`src/dual_pos_defs.svh`:
```
// Register offsets, command codes and reset values of the sequencer
`ifndef DUAL_POS_DEFS_SVH
`define DUAL_POS_DEFS_SVH
`define OFF_CMD 8'h00
`define OFF_ARG 8'h04
`define OFF_VEL 8'h08
`define OFF_PARK 8'h0C
`define OFF_STAT 8'h10
`define OFF_POS 8'h14
`define OFF_RAM 8'h18
`define CMD_ABS 4'h1
`define CMD_PARAM 4'h2
`define CMD_PARK 4'h3
`define CMD_SLEEP 4'h4
`define CMD_ZERO 4'h5
`define CMD_DUAL 4'h6
`define CMD_SOFT 4'h7
`define CMD_HARD 4'h8
`define CMD_DRIVE 4'h9
`define CMD_RD_LOC 4'hA
`define CMD_RD_ALL 4'hB
`define PARK_OFF 11'h400
`define PARK_RST 11'h400
`define VEL_RST 11'h000
`define RAM_VEL_RST 11'h000
`endif

```
`src/dual_pos_pkg.sv`:
```
// Types shared by the sequencer
package dual_pos_pkg;
    typedef enum logic [2:0] {st_idle, st_phase1, st_phase2, st_park,
        st_uv_hold} seq_state_t;
endpackage : dual_pos_pkg

```
`src/dual_position_sequencer.sv`:
```
// Two-speed referencing sequencer with APB register access
//
// Notes on behaviour
// - First move: command velocities, RAM acceleration
// - Second move: relative, command minimum speed, no ramp
// - At end: location zeroed, target cleared or parked
// - Park move follows sequence when park enabled
// - Referenced flag set when sequence ends
// - Only shutdown or hard stop interrupt sequence
// - Sequence start loads target with park or zero
// - Move, sleep, parameter, park commands buffered; the code drops them in st_uv_hold
// - Reads and bus frames served during sequence
// - Command velocities apply only to sequence
// - Zero, dual, soft stop discarded during sequence
// - Drive parameters mid-sequence: all except velocities; the code drops all of them in st_uv_hold
// - Middle level hard stops, upper level soft stops
// - Recovery resumes with RAM velocities and acceleration
// - Absolute move takes shortest way round circle
// - Park code 0x400 means park disabled
// - Sequence waits until supply and step-loss flags clear
//
// Our own choices: the register addresses and the APB slave port.
`timescale 1ns/1ns
`include "dual_pos_defs.svh"
module dual_position_sequencer
    import dual_pos_pkg::*;
(
    input wire logic pclk,
    input wire logic presetn,
    input wire logic psel,
    input wire logic penable,
    input wire logic pwrite,
    input wire logic [7:0] paddr,
    input wire logic [31:0] pwdata,
    output logic [31:0] prdata,
    output logic pready,
    output logic pslverr,
    input wire logic mv_done,
    input wire logic step_pulse,
    input wire logic step_down,
    input wire logic uv_mid,
    input wire logic uv_upper,
    input wire logic uv_recovered,
    input wire logic steploss_in,
    output logic mv_start,
    output logic [15:0] mv_target,
    output logic [3:0] mv_vmin,
    output logic [3:0] mv_vmax,
    output logic [2:0] mv_accel,
    output logic mv_ramp,
    output logic mv_dir,
    output logic mv_hard_stop,
    output logic mv_soft_stop,
    output logic sleep_req,
    output logic referenced
);

function automatic logic [15:0] add16(input logic [15:0] a,
    input logic [15:0] b);
    add16 = a + b;
endfunction : add16

// Positive when the wrapped difference is non-negative
function automatic logic way_up(input logic [15:0] tgt,
    input logic [15:0] act);
    logic [15:0] d;
    d = tgt - act;
    way_up = ~d[15];
endfunction : way_up

////////////////////////////////////////////////////////////////////////
logic [31:0] prdata_r, prdata_nxt;
logic pready_r, pready_nxt, pslverr_r, pslverr_nxt;
logic [31:0] arg_r, arg_nxt;
logic [10:0] vel_r, vel_nxt, park_r, park_nxt;
logic acc, cmd_go;
logic [3:0] cmd_code;

assign acc = psel & penable & pready_r;
assign cmd_go = acc & pwrite & (paddr == `OFF_CMD);
assign cmd_code = pwdata[3:0];

seq_state_t state_r, state_nxt, resume_r, resume_nxt;
logic [15:0] act_r, act_nxt, tgt_r, tgt_nxt;
logic [15:0] t1_r, t1_nxt, off_r, off_nxt;
logic [3:0] svmin_r, svmin_nxt, svmax_r, svmax_nxt;
logic [10:0] ram_r, ram_nxt;
logic uv2_r, uv2_nxt, sl_r, sl_nxt, ref_r, ref_nxt;
logic dwait_r, dwait_nxt, bufv_r, bufv_nxt;
logic [3:0] bufc_r, bufc_nxt;
logic [15:0] bufa_r, bufa_nxt;
logic [10:0] bufv11_r, bufv11_nxt;
logic start_r, start_nxt, ramp_r, ramp_nxt, dir_r, dir_nxt;
logic [15:0] mtgt_r, mtgt_nxt;
logic [3:0] mvmin_r, mvmin_nxt, mvmax_r, mvmax_nxt;
logic hard_r, hard_nxt, soft_r, soft_nxt, slp_r, slp_nxt;
logic park_en, in_seq, seq_end, go, go_ramp, ex_v;
logic [15:0] go_tgt, park16;
logic [3:0] go_vmin, go_vmax, ex_c;
logic [15:0] ex_a;
logic [10:0] ex_vel;

assign park_en = (park_r != `PARK_OFF);
assign park16 = {park_r, 5'h00};
assign in_seq = (state_r != st_idle);

////////////////////////////////////////////////////////////////////////
// Read data is sampled in the setup cycle: zero wait states
always_comb
begin
    pready_nxt = psel & ~penable & ~pready_r;
    pslverr_nxt = 1'b0;
    prdata_nxt = 32'h0000_0000;
    arg_nxt = arg_r;
    vel_nxt = vel_r;
    park_nxt = park_r;
    if (psel & ~penable)
    begin
        case (paddr)
            `OFF_CMD: prdata_nxt = 32'h0000_0000;
            `OFF_ARG: prdata_nxt = arg_r;
            `OFF_VEL: prdata_nxt = {21'h0, vel_r};
            `OFF_PARK: prdata_nxt = {21'h0, park_r};
            `OFF_STAT: prdata_nxt = {24'h0, bufv_r, dwait_r, sl_r, uv2_r,
                ref_r, 3'(state_r)};
            `OFF_POS: prdata_nxt = {tgt_r, act_r};
            `OFF_RAM: prdata_nxt = {21'h0, ram_r};
            default: pslverr_nxt = 1'b1;
        endcase
    end
    if (acc & pwrite)
    begin
        case (paddr)
            `OFF_ARG: arg_nxt = pwdata;
            `OFF_VEL: vel_nxt = pwdata[10:0];
            `OFF_PARK: park_nxt = pwdata[10:0];
            default: arg_nxt = arg_r;
        endcase
    end
end

always_ff @(posedge pclk or negedge presetn)
begin
    if (!presetn)
    begin
        prdata_r <= 32'h0000_0000;
        pready_r <= 1'b0;
        pslverr_r <= 1'b0;
        arg_r <= 32'h0000_0000;
        vel_r <= `VEL_RST;
        park_r <= `PARK_RST;
    end
    else
    begin
        prdata_r <= prdata_nxt;
        pready_r <= pready_nxt;
        pslverr_r <= pslverr_nxt;
        arg_r <= arg_nxt;
        vel_r <= vel_nxt;
        park_r <= park_nxt;
    end
end

////////////////////////////////////////////////////////////////////////
always_comb
begin
    state_nxt = state_r;
    resume_nxt = resume_r;
    act_nxt = act_r;
    tgt_nxt = tgt_r;
    t1_nxt = t1_r;
    off_nxt = off_r;
    svmin_nxt = svmin_r;
    svmax_nxt = svmax_r;
    ram_nxt = ram_r;
    ref_nxt = ref_r;
    dwait_nxt = dwait_r;
    bufv_nxt = bufv_r;
    bufc_nxt = bufc_r;
    bufa_nxt = bufa_r;
    bufv11_nxt = bufv11_r;
    hard_nxt = 1'b0;
    soft_nxt = 1'b0;
    slp_nxt = 1'b0;
    go = 1'b0;
    go_ramp = 1'b1;
    go_tgt = mtgt_r;
    go_vmin = ram_r[3:0];
    go_vmax = ram_r[7:4];
    seq_end = 1'b0;
    ex_v = 1'b0;
    ex_c = cmd_code;
    ex_a = arg_r[15:0];
    ex_vel = vel_r;
    if (step_pulse)
        act_nxt = step_down ? act_r - 16'h0001 : act_r + 16'h0001;
    // Set wins over the clear from a full status read
    uv2_nxt = uv_mid | (uv2_r & ~(cmd_go & cmd_code == `CMD_RD_ALL));
    sl_nxt = steploss_in | (sl_r & ~(cmd_go & cmd_code == `CMD_RD_ALL));
    case (state_r)
        st_idle:
        begin
            if (dwait_r & ~uv2_r & ~sl_r)
            begin
                dwait_nxt = 1'b0;
                tgt_nxt = park_en ? park16 : 16'h0000;
                go = 1'b1;
                go_tgt = t1_r;
                go_vmin = svmin_r;
                go_vmax = svmax_r;
                state_nxt = st_phase1;
            end
            else if (cmd_go)
                ex_v = 1'b1;
        end
        st_phase1, st_phase2, st_park:
        begin
            if (cmd_go)
            begin
                case (cmd_code)
                    `CMD_ABS, `CMD_PARAM, `CMD_PARK, `CMD_SLEEP:
                    begin
                        bufv_nxt = 1'b1;
                        bufc_nxt = cmd_code;
                        bufa_nxt = arg_r[15:0];
                        bufv11_nxt = vel_r;
                    end
                    // Only the acceleration is taken; the command's velocities are dropped
                    `CMD_DRIVE: ram_nxt[10:8] = vel_r[10:8];
                    default: bufv_nxt = bufv_r;
                endcase
            end
            if (mv_done & state_r == st_phase1)
            begin
                go = 1'b1;
                go_ramp = 1'b0;
                go_tgt = add16(t1_r, off_r);
                go_vmin = svmin_r;
                go_vmax = svmin_r;
                state_nxt = st_phase2;
            end
            else if (mv_done & state_r == st_phase2)
            begin
                seq_end = 1'b1;
                act_nxt = 16'h0000;
                tgt_nxt = park_en ? park16 : 16'h0000;
                ref_nxt = 1'b1;
                if (park_en)
                begin
                    go = 1'b1;
                    go_tgt = park16;
                    state_nxt = st_park;
                end
                else
                    state_nxt = st_idle;
            end
            else if (mv_done)
                state_nxt = st_idle;
            if (uv_mid | uv_upper)
            begin
                go = 1'b0;
                hard_nxt = uv_mid;
                soft_nxt = ~uv_mid;
                resume_nxt = state_r;
                state_nxt = st_uv_hold;
            end
        end
        st_uv_hold:
            if (uv_recovered)
            begin
                go = 1'b1;
                state_nxt = resume_r;
            end
        default: state_nxt = st_idle;
    endcase
    // Drain one buffered command once the sequence has fully ended
    if (bufv_r & state_nxt == st_idle & state_r != st_idle)
    begin
        ex_v = 1'b1;
        ex_c = bufc_r;
        ex_a = bufa_r;
        ex_vel = bufv11_r;
        bufv_nxt = 1'b0;
    end
    if (ex_v)
    begin
        case (ex_c)
            `CMD_ABS, `CMD_PARAM:
            begin
                if (ex_c == `CMD_PARAM)
                    ram_nxt[7:0] = ex_vel[7:0];
                tgt_nxt = ex_a;
                go = 1'b1;
                go_tgt = ex_a;
                go_vmin = (ex_c == `CMD_PARAM) ? ex_vel[3:0] : ram_r[3:0];
                go_vmax = (ex_c == `CMD_PARAM) ? ex_vel[7:4] : ram_r[7:4];
            end
            `CMD_PARK:
            begin
                tgt_nxt = park16;
                go = 1'b1;
                go_tgt = park16;
            end
            `CMD_SLEEP:
            begin
                slp_nxt = 1'b1;
                go = park_en;
                go_tgt = park16;
                soft_nxt = ~park_en;
            end
            `CMD_ZERO:
            begin
                act_nxt = 16'h0000;
                tgt_nxt = 16'h0000;
            end
            `CMD_DUAL:
            begin
                dwait_nxt = 1'b1;
                t1_nxt = ex_a;
                off_nxt = arg_r[31:16];
                svmin_nxt = vel_r[3:0];
                svmax_nxt = vel_r[7:4];
            end
            `CMD_SOFT: soft_nxt = 1'b1;
            `CMD_DRIVE: ram_nxt = vel_r;
            default: ex_v = 1'b0;
        endcase
    end
    if (cmd_go & cmd_code == `CMD_HARD)
    begin
        go = 1'b0;
        hard_nxt = 1'b1;
        state_nxt = st_idle;
        dwait_nxt = 1'b0;
    end
    start_nxt = go;
    mtgt_nxt = go ? go_tgt : mtgt_r;
    mvmin_nxt = go ? go_vmin : mvmin_r;
    mvmax_nxt = go ? go_vmax : mvmax_r;
    ramp_nxt = go ? go_ramp : ramp_r;
    // Next location, so a move launched while zeroing sees zero
    dir_nxt = go ? way_up(go_tgt, act_nxt) : dir_r;
end

always_ff @(posedge pclk or negedge presetn)
begin
    if (!presetn)
    begin
        state_r <= st_idle;
        resume_r <= st_idle;
        {act_r, tgt_r, t1_r, off_r, bufa_r, mtgt_r} <= 96'h0;
        {svmin_r, svmax_r, bufc_r, mvmin_r, mvmax_r} <= 20'h0;
        ram_r <= `RAM_VEL_RST;
        bufv11_r <= `VEL_RST;
        {uv2_r, sl_r, ref_r, dwait_r, bufv_r} <= 5'h00;
        {start_r, ramp_r, dir_r, hard_r, soft_r, slp_r} <= 6'h00;
    end
    else
    begin
        state_r <= state_nxt;
        resume_r <= resume_nxt;
        {act_r, tgt_r, t1_r, off_r, bufa_r, mtgt_r} <=
            {act_nxt, tgt_nxt, t1_nxt, off_nxt, bufa_nxt, mtgt_nxt};
        {svmin_r, svmax_r, bufc_r, mvmin_r, mvmax_r} <=
            {svmin_nxt, svmax_nxt, bufc_nxt, mvmin_nxt, mvmax_nxt};
        ram_r <= ram_nxt;
        bufv11_r <= bufv11_nxt;
        {uv2_r, sl_r, ref_r, dwait_r, bufv_r} <=
            {uv2_nxt, sl_nxt, ref_nxt, dwait_nxt, bufv_nxt};
        {start_r, ramp_r, dir_r, hard_r, soft_r, slp_r} <=
            {start_nxt, ramp_nxt, dir_nxt, hard_nxt, soft_nxt, slp_nxt};
    end
end

assign {prdata, pready, pslverr} = {prdata_r, pready_r, pslverr_r};
assign {mv_start, mv_target, mv_vmin, mv_vmax} =
    {start_r, mtgt_r, mvmin_r, mvmax_r};
assign {mv_accel, mv_ramp, mv_dir} = {ram_r[10:8], ramp_r, dir_r};
assign {mv_hard_stop, mv_soft_stop, sleep_req, referenced} =
    {hard_r, soft_r, slp_r, ref_r};

logic hard_cmd;
assign hard_cmd = cmd_go & cmd_code == `CMD_HARD;
endmodule : dual_position_sequencer

```
`config.mk`:
```
export PLATFORM = sky130hd
export DESIGN_NAME = dual_position_sequencer
export DESIGN_NICKNAME = d
export VERILOG_FILES = /design/src/dual_pos_pkg.sv /design/src/dual_position_sequencer.sv
export VERILOG_INCLUDE_DIRS = /design/src
export SDC_FILE = /design/constraint.sdc
export NUM_CORES = 1
export LEC_CHECK = 0
export BUFFER_PORTS_ARGS = -buffer_cell sky130_fd_sc_hd__buf_4
export CELL_PAD_IN_SITES_DETAIL_PLACEMENT = 1
export CELL_PAD_IN_SITES_GLOBAL_PLACEMENT = 2
export CORE_MARGIN = 1
export CORE_UTILIZATION = 42
export DETAILED_ROUTE_END_ITERATION = 8
export PLACE_DENSITY = 0.95
export SLEW_MARGIN = 20
export SYNTH_ARGS = -nofsm -noshare
export SYNTH_HDL_FRONTEND = slang
export SYNTH_SLANG_ARGS = --single-unit
```
`constraint.sdc`:
```
create_clock -name pclk -period 11.8 [get_ports pclk]
set_clock_uncertainty 0.15 [all_clocks]
set_input_delay 1.18 -clock pclk [delete_from_list [all_inputs] [get_ports pclk]]
set_output_delay 1.18 -clock pclk [all_outputs]
set_load 0.05 [all_outputs]
```
==> impl_metrics.yaml <==
run_status:
  status: "finished, final reports clean"
place:
  globalplace.congestion: 0.959
  portBuffers: 119
  dpl-instance-area_sq_um: 14400
  place_hpwl_mm: 32.5
floorplanning:
  dieArea_sq_um: 31900
  rows: 64
  core_area_sq_um: 30700
  die_x_um: 179
  die_y_um: 179
  io_pins: 120
  initial_utilization: 0.428
timing:
  worst_pin_slew_ns: 1.06
  period_share: 0.575
  setup_violations: 0
  fin_tns_setup_ns: 0
  min_period_ns: 6.79
  rsz0062_at_grt: "false"
  max_freq_ghz: 0.147
  drv_slew: 0
  max_slew_margin: 0.295
  hold_violations: 0
power_and_ir_drop:
  vdd_drop_max_v: 0.000113
  leakagePower_nw: 7.39
  pwr_density_cell_nw_per_um2: 156
yosys:
  syn-cell-area_sq_um: 13100
  netlist_instances: 1258
  synth_nets: 1355
  synthArstFlopShare: 1.00
  synth-edff-count: 0
  synth_cell_types: 81
  syn_area_per_cell_sq_um: 10.4
  yosysWarnings: 0
  synth-seq-cells: 240
  synth_flop_cell: "dfrtp_1"
  ys_seq_area_frac: 0.458
drt:
  vias_per_cell: 6.09
  num_vias: 10800
  avgRoutedWirePerCell_um: 25.1
  drcViolationCount: 0
  drt_iter0_drc: 697
  ant_nets: 0
  routed_wl_mm: 44.4
  dr.pass1.iters: 5
clocking:
  cts_resized: 0
  post_cts_buffers: 0
  cts_buffers: 27
  clock_latency_ns: 0.54
  clkTransAtPathRegs_ns: 0.06
  htreeDepth: 1
  cts_tree: "yes"
  clock-sinks: 240
  root_buffer: "clkbuf_16"
  cts_buffer_depth: 3
  holdBufCountCts: 0
final_layout:
  finish.instance_area_sq_um: 15300
  drive_gt1_frac: 0.246
  n_fill_cell: 3349
  antenna-diode-count: 0
  layout.nets: 1451
  syn_to_final_growth_pct: 16.9
global_route:
  grtUsageTotal: 0.284
  antenna_found_initial: 0
  globalRoute.totalOverflow: 0
  grt_max_degree: 130
  grt_pass1_vias: 11400
  grt_first_pass_wirelength_mm: 68.7
setup_path:
  worst_ep_arrival_time_ns: 7.05
  crit_type: "reg -> reg"
  end_kind: "register"
  cp-start-kind: "register"
  path_max_fanout: 49
  required_ns: 12.06
hold_path:
  hp-class: "reg -> reg"
job:
  maxCapViolations: 0
==> Yosys cell counts (9+ instances only) <==
cell / instances / area share
dfrtp_1: 239 / 0.46
mux2_2: 128 / 0.11
nand2_1: 117 / 0.033
nor2_1: 115 / 0.033
o21ai_0: 67 / 0.026
mux2i_1: 56 / 0.043
clkbuf_1: 51 / 0.015
a21oi_1: 48 / 0.018
ha_1: 43 / 0.041
nand2b_1: 26 / 0.012
a22oi_1: 24 / 0.014
nor3_1: 23 / 0.0088
a21o_1: 22 / 0.013
inv_1: 22 / 0.0063
xnor2_1: 19 / 0.013
a221oi_1: 16 / 0.011
a211oi_1: 14 / 0.0080
buf_2: 12 / 0.0046
o211ai_1: 12 / 0.0069
a221o_1: 11 / 0.0084
a22o_1: 10 / 0.0067
a31oi_1: 10 / 0.0048
and2_1: 10 / 0.0048
o22ai_1: 10 / 0.0048
xor2_1: 10 / 0.0067
a222oi_1: 9 / 0.0069
o221ai_1: 9 / 0.0060
==> final cells by class <==
cell class	count	area, sq um	area share
Multi-Input combinational cell	923	6770	0.441
Sequential cell	240	6010	0.392
Timing Repair Buffer	139	1050	0.0686
Clock buffer	38	787	0.0513
Tap cell	396	495	0.0323
Clock inverter	11	136	0.00890
Inverter	23	86.3	0.00563
==> per-stage QoR <==
| stage | total power [W] | hold slack [ns] | setup WS (ns) | utilization | instances |
|---|---|---|---|---|---|
| after floorplan | 0.00132 | 0.294 | 6.06 | - | 1258 |
| after global placement | 0.00150 | 0.298 | 5.00 | 0.469 | 1721 |
| after detailed placement | 0.00152 | 0.306 | 4.79 | 0.469 | 1721 |
| after CTS | 0.00240 | 0.319 | 5.15 | 0.499 | 1770 |
| after global routing | 0.00249 | 0.359 | 4.71 | 0.500 | 1770 |
| final | 0.00239 | 0.314 | 5.01 | 0.500 | 1770 |
==> logic make-up (layout without fill, tap and decap cells) <==
family,after synthesis,in the layout,share of synthesized area
AO/OA/AOI/OAI,306,306,0.163
multiplexers,185,185,0.154
buffers and inverters,95,211,0.0298
AND/OR/NAND/NOR,358,358,0.132
adder cells (fa/ha/maj),45,45,0.0441
flip-flops,240,240,0.458
XOR/XNOR,29,29,0.0194
==> flip-flops by register name, summed over array words and instances, names as in the netlist, 8 cells and up <==
name and flops:
vel_r 11, act_r 16, bufv11_r 8, tgt_r 16
t1_r 16, mv_target 16, off_r 16, arg_r 32
bufa_r 16, ram_r 11, prdata 32, park_r 11
==> final timing paths <==
kind	startpoint	end	slack (ns)	cells past startpoint
max in group asynchronous	presetn	ram_r[7]	8.88	3
max	state_r[2]	mv_dir	5.01	19
max reg2reg	state_r[2]	mv_dir	5.01	19
min in group asynchronous	presetn	arg_r[17]	0.58	1
min reg2reg	pready	pready	0.31	1
min	pready	pready	0.31	1
==> worst max-delay path, stage by stage (launching register included) <==
cell and delay (ns):
dfrtp_1 0.69, nand4bb_1 0.76, nand4_1 0.33, a21oi_2 0.12, nand4bb_4 0.10, buf_4 0.62
mux2i_1 0.29, a21oi_1 0.89, nand2b_1 0.14, ha_1 0.35, a21o_1 0.18, a21o_1 0.18
a21o_1 0.17, a21o_1 0.18, a21o_1 0.17, a21o_1 0.17, a221o_1 0.35, or3_1 0.37
nand3_1 0.07, or3b_1 0.35
==> cells in the final DEF, fill, tap and decap left out, types with 11 or more instances in the layout <==
cell type / instances
mux2_2: 128
a21o_1: 22
nand2_1: 116
nor3_1: 21
nor2_1: 115
xnor2_1: 19
mux2i_1: 56
buf_4: 138
a221oi_1: 16
a22oi_1: 24
o211ai_1: 12
a21oi_1: 48
clkbuf_16: 27
dfrtp_1: 239
nand2b_1: 26
ha_1: 43
inv_1: 22
a211oi_1: 14
a221o_1: 11
o21ai_0: 67
==> where the power goes <==
| group | switching [W] | internal, W | leakage, nW |
|---|---|---|---|
| Clock | 0.000350 | 0.000528 | 0.458 |
| Sequential | 0.0000600 | 0.000870 | 3.28 |
| Combinational | 0.000338 | 0.000240 | 3.65 |
| Total | 0.000748 | 0.00164 | 7.39 |
==> routing by layer <==
layer  up-vias  track usage  part of all wire  wire, um
met3       101       0.0337             0.052      2310
li1       4804            -                 -         -
met2       389        0.477              0.48     21200
met4         0        0.111             0.042      1880
met1      5493        0.375              0.43     19000
met5         -            0                 0         0
No activity file was read; power rests on OpenSTA's default activity.
